File: config.mk
export PLATFORM = sky130hd
export DESIGN_NAME = mrp_serial_port
export DESIGN_NICKNAME = d
export VERILOG_FILES = /design/src/shared/mrp_pkg.sv /design/src/hdl/mrp_sync.sv /design/src/hdl/mrp_rate_gen.sv /design/src/hdl/mrp_serial_port.sv
export VERILOG_INCLUDE_DIRS = /design/src /design/src/shared
export SDC_FILE = /design/constraint.sdc
export NUM_CORES = 1
export LEC_CHECK = 0
export BUFFER_PORTS_ARGS = -buffer_cell sky130_fd_sc_hd__buf_4
export CAP_MARGIN = 20
export CORE_MARGIN = 5
export CORE_UTILIZATION = 40
export CTS_CLUSTER_DIAMETER = 100
export DETAILED_ROUTE_END_ITERATION = 8
export MAX_ROUTING_LAYER = met4
export PLACE_DENSITY = 0.58
export SYNTH_ARGS = -nofsm -noshare
export SYNTH_HDL_FRONTEND = slang
export SYNTH_SLANG_ARGS = --single-unit
File: constraint.sdc
create_clock -name i_core_clk -period 3.8 [get_ports i_core_clk]
set_clock_uncertainty 0.1 [all_clocks]
set_input_delay 0.19 -clock i_core_clk [delete_from_list [all_inputs] [get_ports i_core_clk]]
set_output_delay 0.19 -clock i_core_clk [all_outputs]
set_load 0.05 [all_outputs]
File: src/shared/mrp_defs.svh
// Offsets, field positions, reset values and timing counts of the register port
`ifndef MRP_DEFS_SVH
`define MRP_DEFS_SVH

// ------------------------------------------------------------
// Register addresses (six-bit command address field)
// ------------------------------------------------------------
`define MRP_ADDR_WAVE 6'h01
`define MRP_ADDR_ENERGY 6'h02
`define MRP_ADDR_MODE 6'h09
`define MRP_ADDR_PHASE 6'h10
`define MRP_ADDR_ZXTO 6'h11
`define MRP_ADDR_CKSUM 6'h3E

// ------------------------------------------------------------
// Command byte fields
// ------------------------------------------------------------
`define MRP_CMD_BITS 8
`define MRP_CMD_WRITE_BIT 7
`define MRP_CMD_ADDR_MSB 5

// ------------------------------------------------------------
// Mode register fields and reset values
// ------------------------------------------------------------
`define MRP_MODE_HALT_BIT 4
`define MRP_MODE_RATE_LSB 11
`define MRP_MODE_RESET 16'h0000
`define MRP_PHASE_RESET 6'h0D
`define MRP_ZXTO_RESET 12'hFFF

// ------------------------------------------------------------
// Master clock division counts
// ------------------------------------------------------------
`define MRP_ENERGY_DIV 4
`define MRP_PHASE_DIV 4
`define MRP_WAVE_DIV_MIN 128
`define MRP_ZXTO_MAX 524288
`define MRP_ZXTO_SCALE 128

`endif

File: src/shared/mrp_pkg.sv
// Types shared by the metering register port
package mrp_pkg;

  // Serial engine states
  typedef enum logic [1:0] {
    MRP_ST_CMD,
    MRP_ST_WRITE,
    MRP_ST_READ
  } mrp_state_t;

endpackage

File: src/hdl/mrp_sync.sv
// Two-stage synchroniser for asynchronous pins
`timescale 1ns/1ps
module mrp_sync #(
  parameter int WIDTH = 1
) (
  input wire logic i_core_clk, // Core clock
  input wire logic i_rst, // Synchronous reset
  input wire logic [WIDTH-1:0] i_async, // Pin levels
  output logic [WIDTH-1:0] o_sync // Synchronised levels
);

  logic [WIDTH-1:0] meta_q;

  // ------------------------------------------------------------
  // Elaboration check
  // ------------------------------------------------------------
  if (WIDTH < 1) begin : g_bad_width
    $error("mrp_sync: WIDTH must be at least 1");
  end

  // First stage is read only by the second stage
  always_ff @(posedge i_core_clk) begin
    if (i_rst) begin
      meta_q <= '0;
      o_sync <= '0;
    end else begin
      meta_q <= i_async;
      o_sync <= meta_q;
    end
  end

endmodule

File: src/hdl/mrp_rate_gen.sv
// Master clock derived strobes: sample rate, energy update, phase delay, timeout
`timescale 1ns/1ps
`include "mrp_defs.svh"
module mrp_rate_gen
  import mrp_pkg::*;
#(
  parameter int DIV_W = 10,
  parameter int ZX_W = 20
) (
  input wire logic i_core_clk, // Core clock
  input wire logic i_rst, // Synchronous reset
  input wire logic i_mclk, // Synchronised master clock level
  input wire logic i_zx, // Synchronised zero-crossing level
  input wire logic [1:0] i_rate_sel, // Sample rate select
  input wire logic [5:0] i_phase_delay, // Phase correction delay
  input wire logic [11:0] i_zx_timeout, // Zero-crossing timeout setting
  output logic o_wave_stb, // Waveform sample strobe
  output logic o_energy_stb, // Energy update strobe
  output logic o_phase_stb, // Delayed sample strobe
  output logic o_zx_expired // Timeout flag, level
);

  logic mclk_prev_q;
  logic zx_prev_q;
  logic [DIV_W-1:0] div_q;
  logic [5:0] phase_cnt_q;
  logic phase_run_q;
  logic [ZX_W-1:0] zx_cnt_q;
  logic mclk_rise;
  logic [DIV_W-1:0] wave_mask;
  logic [ZX_W-1:0] zx_limit;

  // ------------------------------------------------------------
  // Elaboration check
  // ------------------------------------------------------------
  if ((1 << DIV_W) < 8 * `MRP_WAVE_DIV_MIN || (1 << ZX_W) < 2 * `MRP_ZXTO_MAX)
  begin : g_bad_width
    $error("mrp_rate_gen: counters too narrow");
  end

  // Nothing advances without master clock edges, so a static clock halts all
  assign mclk_rise = i_mclk & ~mclk_prev_q;
  assign wave_mask = DIV_W'(10'h3FF >> (2'd3 - i_rate_sel));
  // Longest timeout is 4096 x 128 master clock cycles
  assign zx_limit = ZX_W'({1'b0, i_zx_timeout} + 13'h0001) * ZX_W'(`MRP_ZXTO_SCALE);

  // Edge history
  always_ff @(posedge i_core_clk) begin
    if (i_rst) begin
      mclk_prev_q <= 1'b0;
      zx_prev_q <= 1'b0;
    end else begin
      mclk_prev_q <= i_mclk;
      zx_prev_q <= i_zx;
    end
  end

  // Free divider on master clock edges; strobes at /4 and /128../1024
  always_ff @(posedge i_core_clk) begin
    if (i_rst) begin
      div_q <= '0;
      o_wave_stb <= 1'b0;
      o_energy_stb <= 1'b0;
    end else begin
      if (mclk_rise) begin
        div_q <= div_q + DIV_W'(1);
      end
      o_wave_stb <= mclk_rise && ((div_q & wave_mask) == wave_mask);
      o_energy_stb <= mclk_rise && (div_q[1:0] == 2'(`MRP_ENERGY_DIV - 1));
    end
  end

  // Phase delay counts one step per four master clock periods after a sample
  always_ff @(posedge i_core_clk) begin
    if (i_rst) begin
      phase_cnt_q <= '0;
      phase_run_q <= 1'b0;
      o_phase_stb <= 1'b0;
    end else begin
      o_phase_stb <= 1'b0;
      if (o_wave_stb) begin
        phase_cnt_q <= i_phase_delay;
        phase_run_q <= 1'b1;
      end else if (phase_run_q && phase_cnt_q == 6'h00) begin
        phase_run_q <= 1'b0;
        o_phase_stb <= 1'b1;
      end else if (phase_run_q && mclk_rise &&
                   div_q[1:0] == 2'(`MRP_PHASE_DIV - 1)) begin
        phase_cnt_q <= phase_cnt_q - 6'h01;
      end
    end
  end

  // Timeout counter restarts on each rising zero crossing
  always_ff @(posedge i_core_clk) begin
    if (i_rst) begin
      zx_cnt_q <= '0;
      o_zx_expired <= 1'b0;
    end else if (i_zx && !zx_prev_q) begin
      zx_cnt_q <= '0;
      o_zx_expired <= 1'b0;
    end else if (mclk_rise && !o_zx_expired) begin
      zx_cnt_q <= zx_cnt_q + ZX_W'(1);
      o_zx_expired <= (zx_cnt_q + ZX_W'(1)) >= zx_limit;
    end
  end

  // ------------------------------------------------------------
  // Checks
  // ------------------------------------------------------------
  a_energy_quarter: assert property (@(posedge i_core_clk) disable iff (i_rst)
    o_energy_stb |-> $past(div_q[1:0]) == 2'd3 && $past(mclk_rise))
    else $error("energy strobe off the four-cycle grid");

  a_zx_limit: assert property (@(posedge i_core_clk) disable iff (i_rst)
    $rose(o_zx_expired) |-> zx_cnt_q == zx_limit)
    else $error("timeout raised at wrong count");

endmodule

File: src/hdl/mrp_serial_port.sv
// Serial register port of a metering device: four-wire link, command byte,
// register file, checksum, suspend and master clock rate strobes.
`timescale 1ns/1ps
`include "mrp_defs.svh"
module mrp_serial_port
  import mrp_pkg::*;
#(
  parameter int SAMPLE_W = 16,
  parameter int ENERGY_W = 24
) (
  input wire logic i_core_clk, // Core clock, 50 MHz
  input wire logic i_rst, // Reset pin or power-on, active high
  input wire logic i_sclk, // Serial clock pin
  input wire logic i_din, // Serial data in pin
  input wire logic i_cs_n, // Select pin, active low
  input wire logic i_master_clock_input, // Master clock pin
  input wire logic i_zero_cross, // Zero-crossing level pin
  input wire logic [SAMPLE_W-1:0] i_adc_sample, // Converter sample
  input wire logic [SAMPLE_W-1:0] i_power, // Instant active power, signed
  output logic o_dout, // Serial data out
  output logic o_dout_oe, // Serial data out enable
  output logic [SAMPLE_W-1:0] o_sample, // Converter sample after halt gate
  output logic o_wave_stb, // Waveform sample strobe
  output logic o_phase_stb, // Phase corrected sample strobe
  output logic o_zx_expired // Zero-crossing timeout flag
);

  // ------------------------------------------------------------
  // Declarations
  // ------------------------------------------------------------
  localparam int SH_W = 24;

  logic [4:0] pins_s;
  logic cs_n_s;
  logic sclk_s;
  logic din_s;
  logic sclk_prev_q;
  logic cs_prev_q;
  logic sclk_rise;
  logic sclk_fall;
  logic cs_fall;
  mrp_state_t st_q;
  logic [4:0] bits_q;
  logic [6:0] cmd_sh_q;
  logic [5:0] addr_q;
  logic [SH_W-1:0] shift_q;
  logic [5:0] cks_q;
  logic [15:0] mode_q;
  logic [5:0] phase_q;
  logic [11:0] zxto_q;
  logic [ENERGY_W-1:0] wave_q;
  logic [ENERGY_W-1:0] energy_q;
  logic [7:0] cmd_word;
  logic cmd_done;
  logic wr_done;
  logic rd_bit;
  logic rd_end;
  logic [SH_W-1:0] wr_word;
  logic [SH_W-1:0] rd_val;
  logic [1:0] rd_bytes;
  logic wave_stb;
  logic energy_stb;
  logic halt;

  // ------------------------------------------------------------
  // Elaboration check
  // ------------------------------------------------------------
  if (SAMPLE_W < 1 || SAMPLE_W > ENERGY_W || ENERGY_W != SH_W) begin : g_bad_width
    $error("mrp_serial_port: unsupported widths");
  end

  // ------------------------------------------------------------
  // Pin synchronisers and edges
  // ------------------------------------------------------------
  mrp_sync #(
    .WIDTH(5)
  ) u_sync (
    .i_core_clk(i_core_clk),
    .i_rst(i_rst),
    .i_async({i_zero_cross, i_master_clock_input, i_din, i_sclk, i_cs_n}),
    .o_sync(pins_s)
  );

  assign cs_n_s = pins_s[0];
  assign sclk_s = pins_s[1];
  assign din_s = pins_s[2];

  // Edge history of the synchronised link pins
  always_ff @(posedge i_core_clk) begin
    if (i_rst) begin
      sclk_prev_q <= 1'b0;
      cs_prev_q <= 1'b1;
    end else begin
      sclk_prev_q <= sclk_s;
      cs_prev_q <= cs_n_s;
    end
  end

  // Link events are counted in serial clock edges only, never master clock
  assign sclk_rise = sclk_s & ~sclk_prev_q & ~cs_n_s;
  assign sclk_fall = ~sclk_s & sclk_prev_q & ~cs_n_s;
  assign cs_fall = ~cs_n_s & cs_prev_q;

  // ------------------------------------------------------------
  // Command decode and transfer events
  // ------------------------------------------------------------
  assign cmd_word = {cmd_sh_q, din_s};
  assign cmd_done = (st_q == MRP_ST_CMD) && sclk_fall && (bits_q == 5'd1);
  assign wr_done = (st_q == MRP_ST_WRITE) && sclk_fall && (bits_q == 5'd1);
  assign rd_bit = (st_q == MRP_ST_READ) && sclk_rise && (bits_q != 5'd0);
  assign rd_end = (st_q == MRP_ST_READ) && sclk_fall && (bits_q == 5'd0);
  assign wr_word = {shift_q[SH_W-2:0], din_s};
  assign halt = mode_q[`MRP_MODE_HALT_BIT];

  // Register widths in bytes; unmapped addresses move one byte of zeros
  always_comb begin
    rd_bytes = 2'd1;
    rd_val = '0;
    unique case (cmd_word[`MRP_CMD_ADDR_MSB:0])
      `MRP_ADDR_WAVE: begin
        rd_bytes = 2'd3;
        rd_val = wave_q;
      end
      `MRP_ADDR_ENERGY: begin
        rd_bytes = 2'd3;
        rd_val = energy_q;
      end
      `MRP_ADDR_MODE: begin
        rd_bytes = 2'd2;
        rd_val = {8'h00, mode_q};
      end
      `MRP_ADDR_PHASE: rd_val = {18'h00000, phase_q};
      `MRP_ADDR_ZXTO: begin
        rd_bytes = 2'd2;
        rd_val = {12'h000, zxto_q};
      end
      `MRP_ADDR_CKSUM: rd_val = {18'h00000, cks_q};
      default: rd_val = '0;
    endcase
  end

  // ------------------------------------------------------------
  // Serial engine
  // ------------------------------------------------------------
  // Select high always lands in command mode with the output floated, so a
  // later falling edge restarts cleanly. With select tied low only a complete
  // transfer or reset returns here.
  always_ff @(posedge i_core_clk) begin
    if (i_rst) begin
      st_q <= MRP_ST_CMD;
      bits_q <= 5'(`MRP_CMD_BITS);
      cmd_sh_q <= '0;
      addr_q <= '0;
      shift_q <= '0;
      o_dout <= 1'b0;
      o_dout_oe <= 1'b0;
    end else if (cs_n_s || cs_fall) begin
      st_q <= MRP_ST_CMD;
      bits_q <= 5'(`MRP_CMD_BITS);
      o_dout_oe <= 1'b0;
    end else begin
      unique case (st_q)
        MRP_ST_CMD: begin
          if (sclk_fall) begin
            cmd_sh_q <= cmd_word[6:0];
            bits_q <= bits_q - 5'd1;
          end
          if (cmd_done) begin
            addr_q <= cmd_word[`MRP_CMD_ADDR_MSB:0];
            bits_q <= {rd_bytes, 3'b000};
            if (cmd_word[`MRP_CMD_WRITE_BIT]) begin
              st_q <= MRP_ST_WRITE;
              shift_q <= '0;
            end else begin
              st_q <= MRP_ST_READ;
              // Whole register captured at once, left aligned for MSB first
              shift_q <= rd_val << (5'd8 * (5'd3 - {3'b000, rd_bytes}));
            end
          end
        end
        MRP_ST_WRITE: begin
          if (sclk_fall) begin
            shift_q <= wr_word;
            bits_q <= bits_q - 5'd1;
          end
          if (wr_done) begin
            st_q <= MRP_ST_CMD;
            bits_q <= 5'(`MRP_CMD_BITS);
          end
        end
        MRP_ST_READ: begin
          if (rd_bit) begin
            o_dout <= shift_q[SH_W-1];
            o_dout_oe <= 1'b1;
            shift_q <= {shift_q[SH_W-2:0], 1'b0};
            bits_q <= bits_q - 5'd1;
          end
          // Output floats on the falling edge after the last bit
          if (rd_end) begin
            st_q <= MRP_ST_CMD;
            bits_q <= 5'(`MRP_CMD_BITS);
            o_dout_oe <= 1'b0;
          end
        end
      endcase
    end
  end

  // ------------------------------------------------------------
  // Checksum of the read in progress
  // ------------------------------------------------------------
  // Cleared as the read command completes, after the shadow copy is taken,
  // so reading the checksum returns the old value and sums its own bits
  always_ff @(posedge i_core_clk) begin
    if (i_rst) begin
      cks_q <= '0;
    end else if (cmd_done && !cmd_word[`MRP_CMD_WRITE_BIT] && !cs_n_s) begin
      cks_q <= '0;
    end else if (rd_bit && !cs_fall) begin
      cks_q <= cks_q + {5'h00, shift_q[SH_W-1]};
    end
  end

  // ------------------------------------------------------------
  // Writable registers
  // ------------------------------------------------------------
  // Data is right justified: unused upper bits of the first byte are dropped.
  // Commit happens only when the last bit lands, so an aborted write changes
  // nothing; that is stricter than byte-wise commit but never half-updates.
  always_ff @(posedge i_core_clk) begin
    if (i_rst) begin
      mode_q <= `MRP_MODE_RESET;
      phase_q <= `MRP_PHASE_RESET;
      zxto_q <= `MRP_ZXTO_RESET;
    end else if (wr_done && !cs_fall) begin
      unique case (addr_q)
        `MRP_ADDR_MODE: mode_q <= wr_word[15:0];
        `MRP_ADDR_PHASE: phase_q <= wr_word[5:0];
        `MRP_ADDR_ZXTO: zxto_q <= wr_word[11:0];
        default: mode_q <= mode_q;
      endcase
    end
  end

  // ------------------------------------------------------------
  // Master clock strobes
  // ------------------------------------------------------------
  mrp_rate_gen #(
    .DIV_W(10),
    .ZX_W(20)
  ) u_rate (
    .i_core_clk(i_core_clk),
    .i_rst(i_rst),
    .i_mclk(pins_s[3]),
    .i_zx(pins_s[4]),
    .i_rate_sel(mode_q[`MRP_MODE_RATE_LSB+1:`MRP_MODE_RATE_LSB]),
    .i_phase_delay(phase_q),
    .i_zx_timeout(zxto_q),
    .o_wave_stb(wave_stb),
    .o_energy_stb(energy_stb),
    .o_phase_stb(o_phase_stb),
    .o_zx_expired(o_zx_expired)
  );

  // ------------------------------------------------------------
  // Sample capture and energy accumulation
  // ------------------------------------------------------------
  // Halt gates the converter data itself; the strobes keep running so
  // software can still read consistent zeros
  always_ff @(posedge i_core_clk) begin
    if (i_rst) begin
      wave_q <= '0;
      o_sample <= '0;
      o_wave_stb <= 1'b0;
    end else begin
      o_wave_stb <= wave_stb;
      if (wave_stb) begin
        o_sample <= halt ? '0 : i_adc_sample;
        wave_q <= halt ? '0 : ENERGY_W'(signed'(i_adc_sample));
      end
    end
  end

  // Active energy integrates the power input every fourth master clock edge
  always_ff @(posedge i_core_clk) begin
    if (i_rst) begin
      energy_q <= '0;
    end else if (energy_stb) begin
      energy_q <= energy_q + ENERGY_W'(signed'(i_power));
    end
  end

  // ------------------------------------------------------------
  // Checks
  // ------------------------------------------------------------
  a_cs_fall_cmd: assert property (@(posedge i_core_clk) disable iff (i_rst)
    cs_fall |=> st_q == MRP_ST_CMD && bits_q == 5'd8)
    else $error("select fall did not restart command mode");

  a_cs_high_float: assert property (@(posedge i_core_clk) disable iff (i_rst)
    cs_n_s |=> !o_dout_oe && st_q == MRP_ST_CMD)
    else $error("output driven while select high");

  a_cmd_write_dir: assert property (@(posedge i_core_clk) disable iff (i_rst)
    cmd_done && cmd_word[7] && !cs_n_s |=> st_q == MRP_ST_WRITE)
    else $error("write command not decoded");

  a_cmd_addr_take: assert property (@(posedge i_core_clk) disable iff (i_rst)
    cmd_done && !cs_n_s |=> addr_q == $past(cmd_word[5:0]))
    else $error("address not taken from command");

  a_read_cks_clear: assert property (@(posedge i_core_clk) disable iff (i_rst)
    cmd_done && !cmd_word[7] && !cs_n_s |=> st_q == MRP_ST_READ && cks_q == 6'h00)
    else $error("checksum not cleared at read start");

  a_rd_bit_out: assert property (@(posedge i_core_clk) disable iff (i_rst)
    rd_bit && !cs_fall |=> o_dout == $past(shift_q[SH_W-1]) && o_dout_oe)
    else $error("read bit not presented");

  a_cks_adds_bit: assert property (@(posedge i_core_clk) disable iff (i_rst)
    rd_bit && !cs_fall |=> cks_q == 6'($past(cks_q) + {5'h00, $past(shift_q[SH_W-1])}))
    else $error("checksum did not count shifted bit");

  a_rd_end_cmd: assert property (@(posedge i_core_clk) disable iff (i_rst)
    rd_end && !cs_fall |=> st_q == MRP_ST_CMD && !o_dout_oe ##1 bits_q == 5'd8)
    else $error("read did not return to command mode");

  a_din_fall_only: assert property (@(posedge i_core_clk) disable iff (i_rst)
    st_q == MRP_ST_WRITE && !sclk_fall && !cs_n_s && !cs_fall |=> $stable(shift_q))
    else $error("data moved without falling serial clock");

  a_mode_write: assert property (@(posedge i_core_clk) disable iff (i_rst)
    wr_done && !cs_fall && addr_q == `MRP_ADDR_MODE |=> mode_q == $past(wr_word[15:0]))
    else $error("mode write not right justified");

  a_halt_zero: assert property (@(posedge i_core_clk) disable iff (i_rst)
    wave_stb && halt |=> o_sample == '0 && wave_q == '0)
    else $error("sample passed while halted");

endmodule

==> Yosys cells after proc, flatten, opt, wreduce, memory -nomap -nowiden <==
Index checks and enable logic that the tools add are counted.
{ "totals": {"ff_bits": 206, "latch_bits": 0, "ram_bits": 0, "mem_bits_ro": 0, "input_bits": 39, "output_inout_bits": 21, "elab_cells": 150, "memories": 0} }
{ "classes": {"add_sub_neg": 9, "n_mul": 0, "n_div": 0, "magnitude_cmp": 1, "n_eq_ne": 21, "n_shift": 2, "n_mux": 28, "n_bitwise": 12, "reduce_logical": 48} }
{ "ops": {"columns": ["operator", "count"], "rows": [
  ["24-bit one-hot mux with 6 select lines", 1],
  ["24-bit two-way mux", 5],
  ["24-bit one-hot mux with 3 select lines", 1],
  ["5-bit two-way mux", 5],
  ["24-bit adder", 1],
  ["6-bit by 5-bit equality test with 1-bit output (second input constant)", 4],
  ["24-bit by 5-bit << shifter with 24-bit output", 1],
  ["20-bit by 1-bit adder with 20-bit output (second input constant)", 1],
  ["20-bit greater-or-equal comparator", 1],
  ["1-bit logical AND", 19],
  ["6-bit two-way mux", 3],
  ["16-bit two-way mux", 1],
  ["5-bit one-hot mux with 3 select lines", 1],
  ["12-bit by 1-bit adder with 13-bit output (second input constant)", 1],
  ["6-bit by 4-bit equality test with 1-bit output (second input constant)", 2],
  ["3-bit AND reduction", 4],
  ["2-bit OR reduction", 6],
  ["10-bit by 1-bit adder with 10-bit output (second input constant)", 1],
  ["10-bit AND", 1],
  ["10-bit equality test", 1],
  ["2-bit inequality test (second input constant)", 5],
  ["2-bit AND reduction", 5],
  ["10-bit by 2-bit right shift with 10-bit output (first input constant)", 1],
  ["2-bit two-way mux", 4],
  ["other kinds (25)", 46]
]} }

==> Longest topological paths before layout <==
{ "logic_depth": {"ltp_word": 8, "mapped_depth": 12, "ltp_nobuf": 12} }

==> Modules after synthesis <==
A second synthesis with hierarchy kept.
{ "hier_totals": {"hier_cells": 1229, "hier_area_um2": 10395.0} }
{ "by_module_without_submodules": {"columns": ["module", "instances", "cells_per_inst", "area_each_um2", "seq_area_each_um2"], "rows": [
  ["mrp_serial_port", 1, 893, 7425.9, 2582.5],
  ["mrp_rate_gen", 1, 316, 2706.3, 860.8],
  ["mrp_sync", 1, 20, 262.8, 200.2]
]} }

==> Worst setup path after synthesis <==
OpenSTA, ideal clock, no wires.
{ "synth_path": {"path_type": "reg2reg", "from": "register u_rate.zx_cnt_q[0]", "to": "register u_rate.o_zx_expired", "setup_ns": 0.130, "arrival_ns": 2.376, "t_required_ns": 3.570, "setup_slack_ns": 1.194, "path_stages_with_launch": 13, "path_buffers": 0, "synth_period_minus_slack_ns": 2.606, "cell_sequence": "dfxtp_1 ha_1 and3_1 nor2b_1 nand2_1 xnor2_1 ha_1 a21o_1 a21o_1 a211oi_1 o21ai_0 a22oi_1 a211oi_1"} }
{ "synth_between": {"elab_chain_len": 2} }
{ "synth_rtl": {"columns": ["element", "line_no", "text"], "rows": [
  ["start, declared", "mrp_rate_gen.sv:28", "logic [ZX_W-1:0] zx_cnt_q;"],
  ["start signal, assigned", "mrp_rate_gen.sv:103", "zx_cnt_q <= zx_cnt_q + ZX_W'(1);"],
  ["20-bit by 1-bit adder with 20-bit output", "mrp_rate_gen.sv:104", "o_zx_expired <= (zx_cnt_q + ZX_W'(1)) >= zx_limit;"],
  ["20-bit greater-or-equal comparator", "mrp_rate_gen.sv:104", null],
  ["end signal, assigned", "mrp_rate_gen.sv:104", null],
  ["end, declared", "mrp_rate_gen.sv:20", "output logic o_zx_expired"]
]} }
Every way passes these cells.
A chain may end at the register's enable or synchronous reset.

==> Final worst setup path <==
{ "layout_path": {"from": "register u_sync.o_sync[2]", "to": "register shift_q[18]"} }
{ "layout_between": {"elab_chain_len": 8, "word_cells_on_any_way": 15, "cone_classes": "add/sub (1); eq/ne (6); shift (1); mux (5); reduce/logical (2)"} }
{ "layout_rtl": {"columns": ["element", "line_no", "text"], "rows": [
  ["start, declared", "mrp_sync.sv:9", "output logic [WIDTH-1:0] o_sync"],
  ["start signal, assigned", "mrp_sync.sv:28", "o_sync <= meta_q;"],
  ["6-bit by 5-bit equality test with 1-bit output, or another cell as far along", "mrp_serial_port.sv:119", "unique case (cmd_word[`MRP_CMD_ADDR_MSB:0])"],
  ["2-bit OR reduction (no line)", null, null],
  ["2-bit one-hot mux with 2 select lines", "mrp_serial_port.sv:119", null],
  ["2-bit subtractor", "mrp_serial_port.sv:177", "shift_q <= rd_val << (5'd8 * (5'd3 - {3'b000, rd_bytes}));"],
  ["24-bit by 5-bit << shifter with 24-bit output (*)", "mrp_serial_port.sv:177", null],
  ["24-bit two-way mux (*)", "mrp_serial_port.sv:171", "if (cmd_word[`MRP_CMD_WRITE_BIT]) begin"],
  ["24-bit two-way mux (*)", "mrp_serial_port.sv:168", "if (cmd_done) begin"],
  ["24-bit one-hot mux with 3 select lines (*)", "mrp_serial_port.sv:162", "unique case (st_q)"],
  ["end signal, assigned", "mrp_serial_port.sv:177", null],
  ["end signal, assigned", "mrp_serial_port.sv:183", "shift_q <= wr_word;"],
  ["end signal, assigned", "mrp_serial_port.sv:195", "shift_q <= {shift_q[SH_W-2:0], 1'b0};"],
  ["end, declared", "mrp_serial_port.sv:46", "logic [SH_W-1:0] shift_q;"]
]} }
Mark *: on every way between the ends. The rest lies on a longest branch, timed or not. The select of a mux whose other input is x is not followed.

==> qor.yml <==
outcome:
  status: "finished, final reports clean"
global_routing:
  grt_max_degree: 53
  grt_pass1_vias: 8178
  grt_pass1_wl_mm: 44.5
  grt-ovfl-total: 0
  antenna_found_initial: 0
  grt_util_all_layers: 0.198
logic_synthesis:
  ys_ff_latch: 182
  synth.most_common_cell: "dfxtp_1"
  async_reset_ff_frac: 0
  synth-seq-area-share: 0.361
  syn-instance-count: 1172
  synth_top_area_frac: 0.361
  yosys_warnings: 0
  synth_nets: 1259
  synth_top_area_cell: "dfxtp_1"
  synth_flop_cell: "dfxtp_1"
  synth-edff-count: 0
  synth_common_cells: "dfxtp_1 (182), nor2_1 (158), nand2_1 (81)"
  synth.area.top_cells: "dfxtp_1 (36%), mux2i_1 (6.5%), nor2_1 (5.9%)"
  synth.distinct_cells: 72
  synth.avg_cell_area_um2: 8.62
  syn_area_mm2: 0.0101
route:
  drt-wirelength-per-cell_um: 17.6
  vias_per_cell: 5.59
  first_iter_violations: 566
  routed_wirelength_mm: 27.5
  drt-pass1-iter-count: 8
  drc_errors: 0
  wl_met2_mm: 12.7
  dr_wl_met3_um: 931
  wirelength_met1_mm: 13.1
  top_layer_used: "met4"
  via_count: 8722
  ant_nets: 0
layout:
  fillers: 2514
  final_util: 0.459
  drive_above_1_share: 0.0991
  regArea_mm2: 0.00364
  synthToLayoutAreaGrowth_pct: 13.8
  antenna_cells: 0
  multiInputGateArea_mm2: 0.00606
  fin_nets: 1305
die:
  dieWidth_um: 169
  pin_count: 60
  num_rows: 58
  start_util: 0.404
  fp.dieH_um: 169
  core-area_mm2: 0.0250
  dieArea_mm2: 0.0285
worst_setup_path:
  crit_type: "reg -> reg"
  critPathMaxFanout: 19
  cp.arrival_ns: 3.24
  crit_path_end_kind: "flop"
  cp_slowest_cell: "and2_1"
  path_cells: "nor4b_4, and2_1, a22oi_1, and3_1, a211o_1, a311oi_1"
  crit_required_ns: 4.04
  start_kind: "flop"
  crit_path_max_incr_delay_ns: 0.71
pwr:
  p_sw_frac: 0.253
  p_clk_frac: 0.447
  peakVddDrop_v: 0.000243
  p_int_uw: 2870
  power_switching_uw: 971
  p_leak_uw: 0.00469
  power_density_mw_per_mm2: 334
  p_seq_frac: 0.500
  comb_power_share: 0.053
timing:
  finalSetupViolCount: 0
  clock.fmax_ghz: 0.334
  drv_slew: 0
  hold_viol: 0
  rsz0062_at_grt: "no"
  tightestPinTransition_ns: 1.08
  min_period_ns: 3.00
  fin_hold_ws_ns: 0.0336
  setup_slack_ns: 0.803
  setup_tns_ns: 0
  fin_crit_sh: 0.789
  max_slew_margin: 0.269
clock_network:
  tritoncts: "built"
  post-cts-setup-buffer-count: 0
  cts.path.max_buffers: 2
  clockRootBuffer: "clkbuf_16"
  numCtsBuffers: 17
  htree_levels: 4
  insertion_delay_ns: 0.44
  clkTransAtPathRegs_ns: 0.07
  cts_sinks: 182
min_path:
  hp-class: "in -> reg"
placed_design:
  portBuffers: 59
  post-place-ws_ns: 0.844
  dp_hpwl_mm: 20.1
  place_congestion: 0.883
flow_run:
  drv_cap: 0
[cells by family after synthesis]
logic type | Yosys count | synth area share
flip-flops | 182 | 0.361
AND/OR/NAND/NOR | 444 | 0.218
multiplexers | 68 | 0.0676
buffers and inverters | 86 | 0.0394
XOR/XNOR | 72 | 0.0624
AO/OA/AOI/OAI | 272 | 0.192
adder cells (fa/ha/maj) | 48 | 0.0602
[cell usage in the layout, fill, tap and decap left out, types with 20 or more instances in the layout]
master,netlist,final
dfxtp_1,182,182
nor2_1,158,158
nand2_1,81,81
buf_4,2,71
mux2i_1,66,66
a21oi_1,56,56
ha_1,47,47
xor2_1,39,39
nand3_1,37,37
xnor2_1,33,33
o21ai_0,32,31
a211oi_1,24,24
nor2b_1,23,23
nand4_1,22,22
nand2b_1,21,21
inv_1,21,21
a22oi_1,21,21
dlygate4sd3_1,0,21
and3_1,20,20
a22o_1,20,20
[metal layers]
layer / vias up / global-route usage
met2: 182 / 0.308
met4: 0 / 0.0745
li1: 4366 / -
met1: 4139 / 0.262
met3: 35 / 0.0297
met5: - / -
[flip-flops by register name (all words and copies together) (netlist names), 2 cells and up]
register            flops
u_rate.div_q           10
o_sample               15
addr_q                  6
phase_q                 6
zxto_q                 12
cks_q                   6
u_rate.phase_cnt_q      6
u_rate.zx_cnt_q        20
energy_q               24
st_q                    2
cmd_sh_q                7
mode_q                 16
shift_q                24
u_sync.meta_q           5
u_sync.o_sync           5
bits_q                  5
[final timing paths]
check / startpoint / to / slack, ns / cells past startpoint
setup reg to reg: u_sync.o_sync[2] / shift_q[18] / 0.80 / 6
hold / removal: i_power[0] / energy_q[0] / 0.03 / 4
hold reg to reg: u_sync.meta_q[0] / u_sync.o_sync[0] / 0.34 / 1
setup / recovery: u_sync.o_sync[2] / shift_q[18] / 0.80 / 6
[metrics by stage]
step	power, µW	std cells	area (µm²)
6_report	3840	1561	11500
5_1_grt	3990	1561	11500
4_1_cts	3880	1561	11500
3_5_place_dp	2150	1508	10700
3_3_place_gp	2150	1508	10700
2_1_floorplan	2080	1172	10100
[area by class of cell]
class / count / area share
clock buffers: 17 / 0.0370
well taps: 330 / 0.0359
inverters: 21 / 0.00686
clock inverters: 15 / 0.0114
multi-input cells: 904 / 0.527
repair buffers: 92 / 0.0646
flip-flops and latches: 182 / 0.317
[power groups by stage]
| stage | clock network [µW] | logic (µW) | registers (µW) |
|---|---|---|---|
| after floorplan | 0 | 115 | 1960 |
| after global placement | 0 | 184 | 1970 |
| after detailed placement | 0 | 184 | 1970 |
| after CTS | 1760 | 202 | 1920 |
| after global routing | 1840 | 223 | 1920 |
| final | 1720 | 202 | 1920 |
[worst max-delay path: cells and delay by family, from the launching register on]
kind,cells,cell delay (ns)
and+or+nand+nor,3,1.45
AOI/OAI and AO/OA,3,0.76
DFF,1,0.59
[timing repair]
action / CTS / global route
endpoints found under the hold margin: 21 / 0
hold buffers: 21 / 0
resized for setup: 0 / 0
No activity file was read; power rests on OpenSTA's default activity.
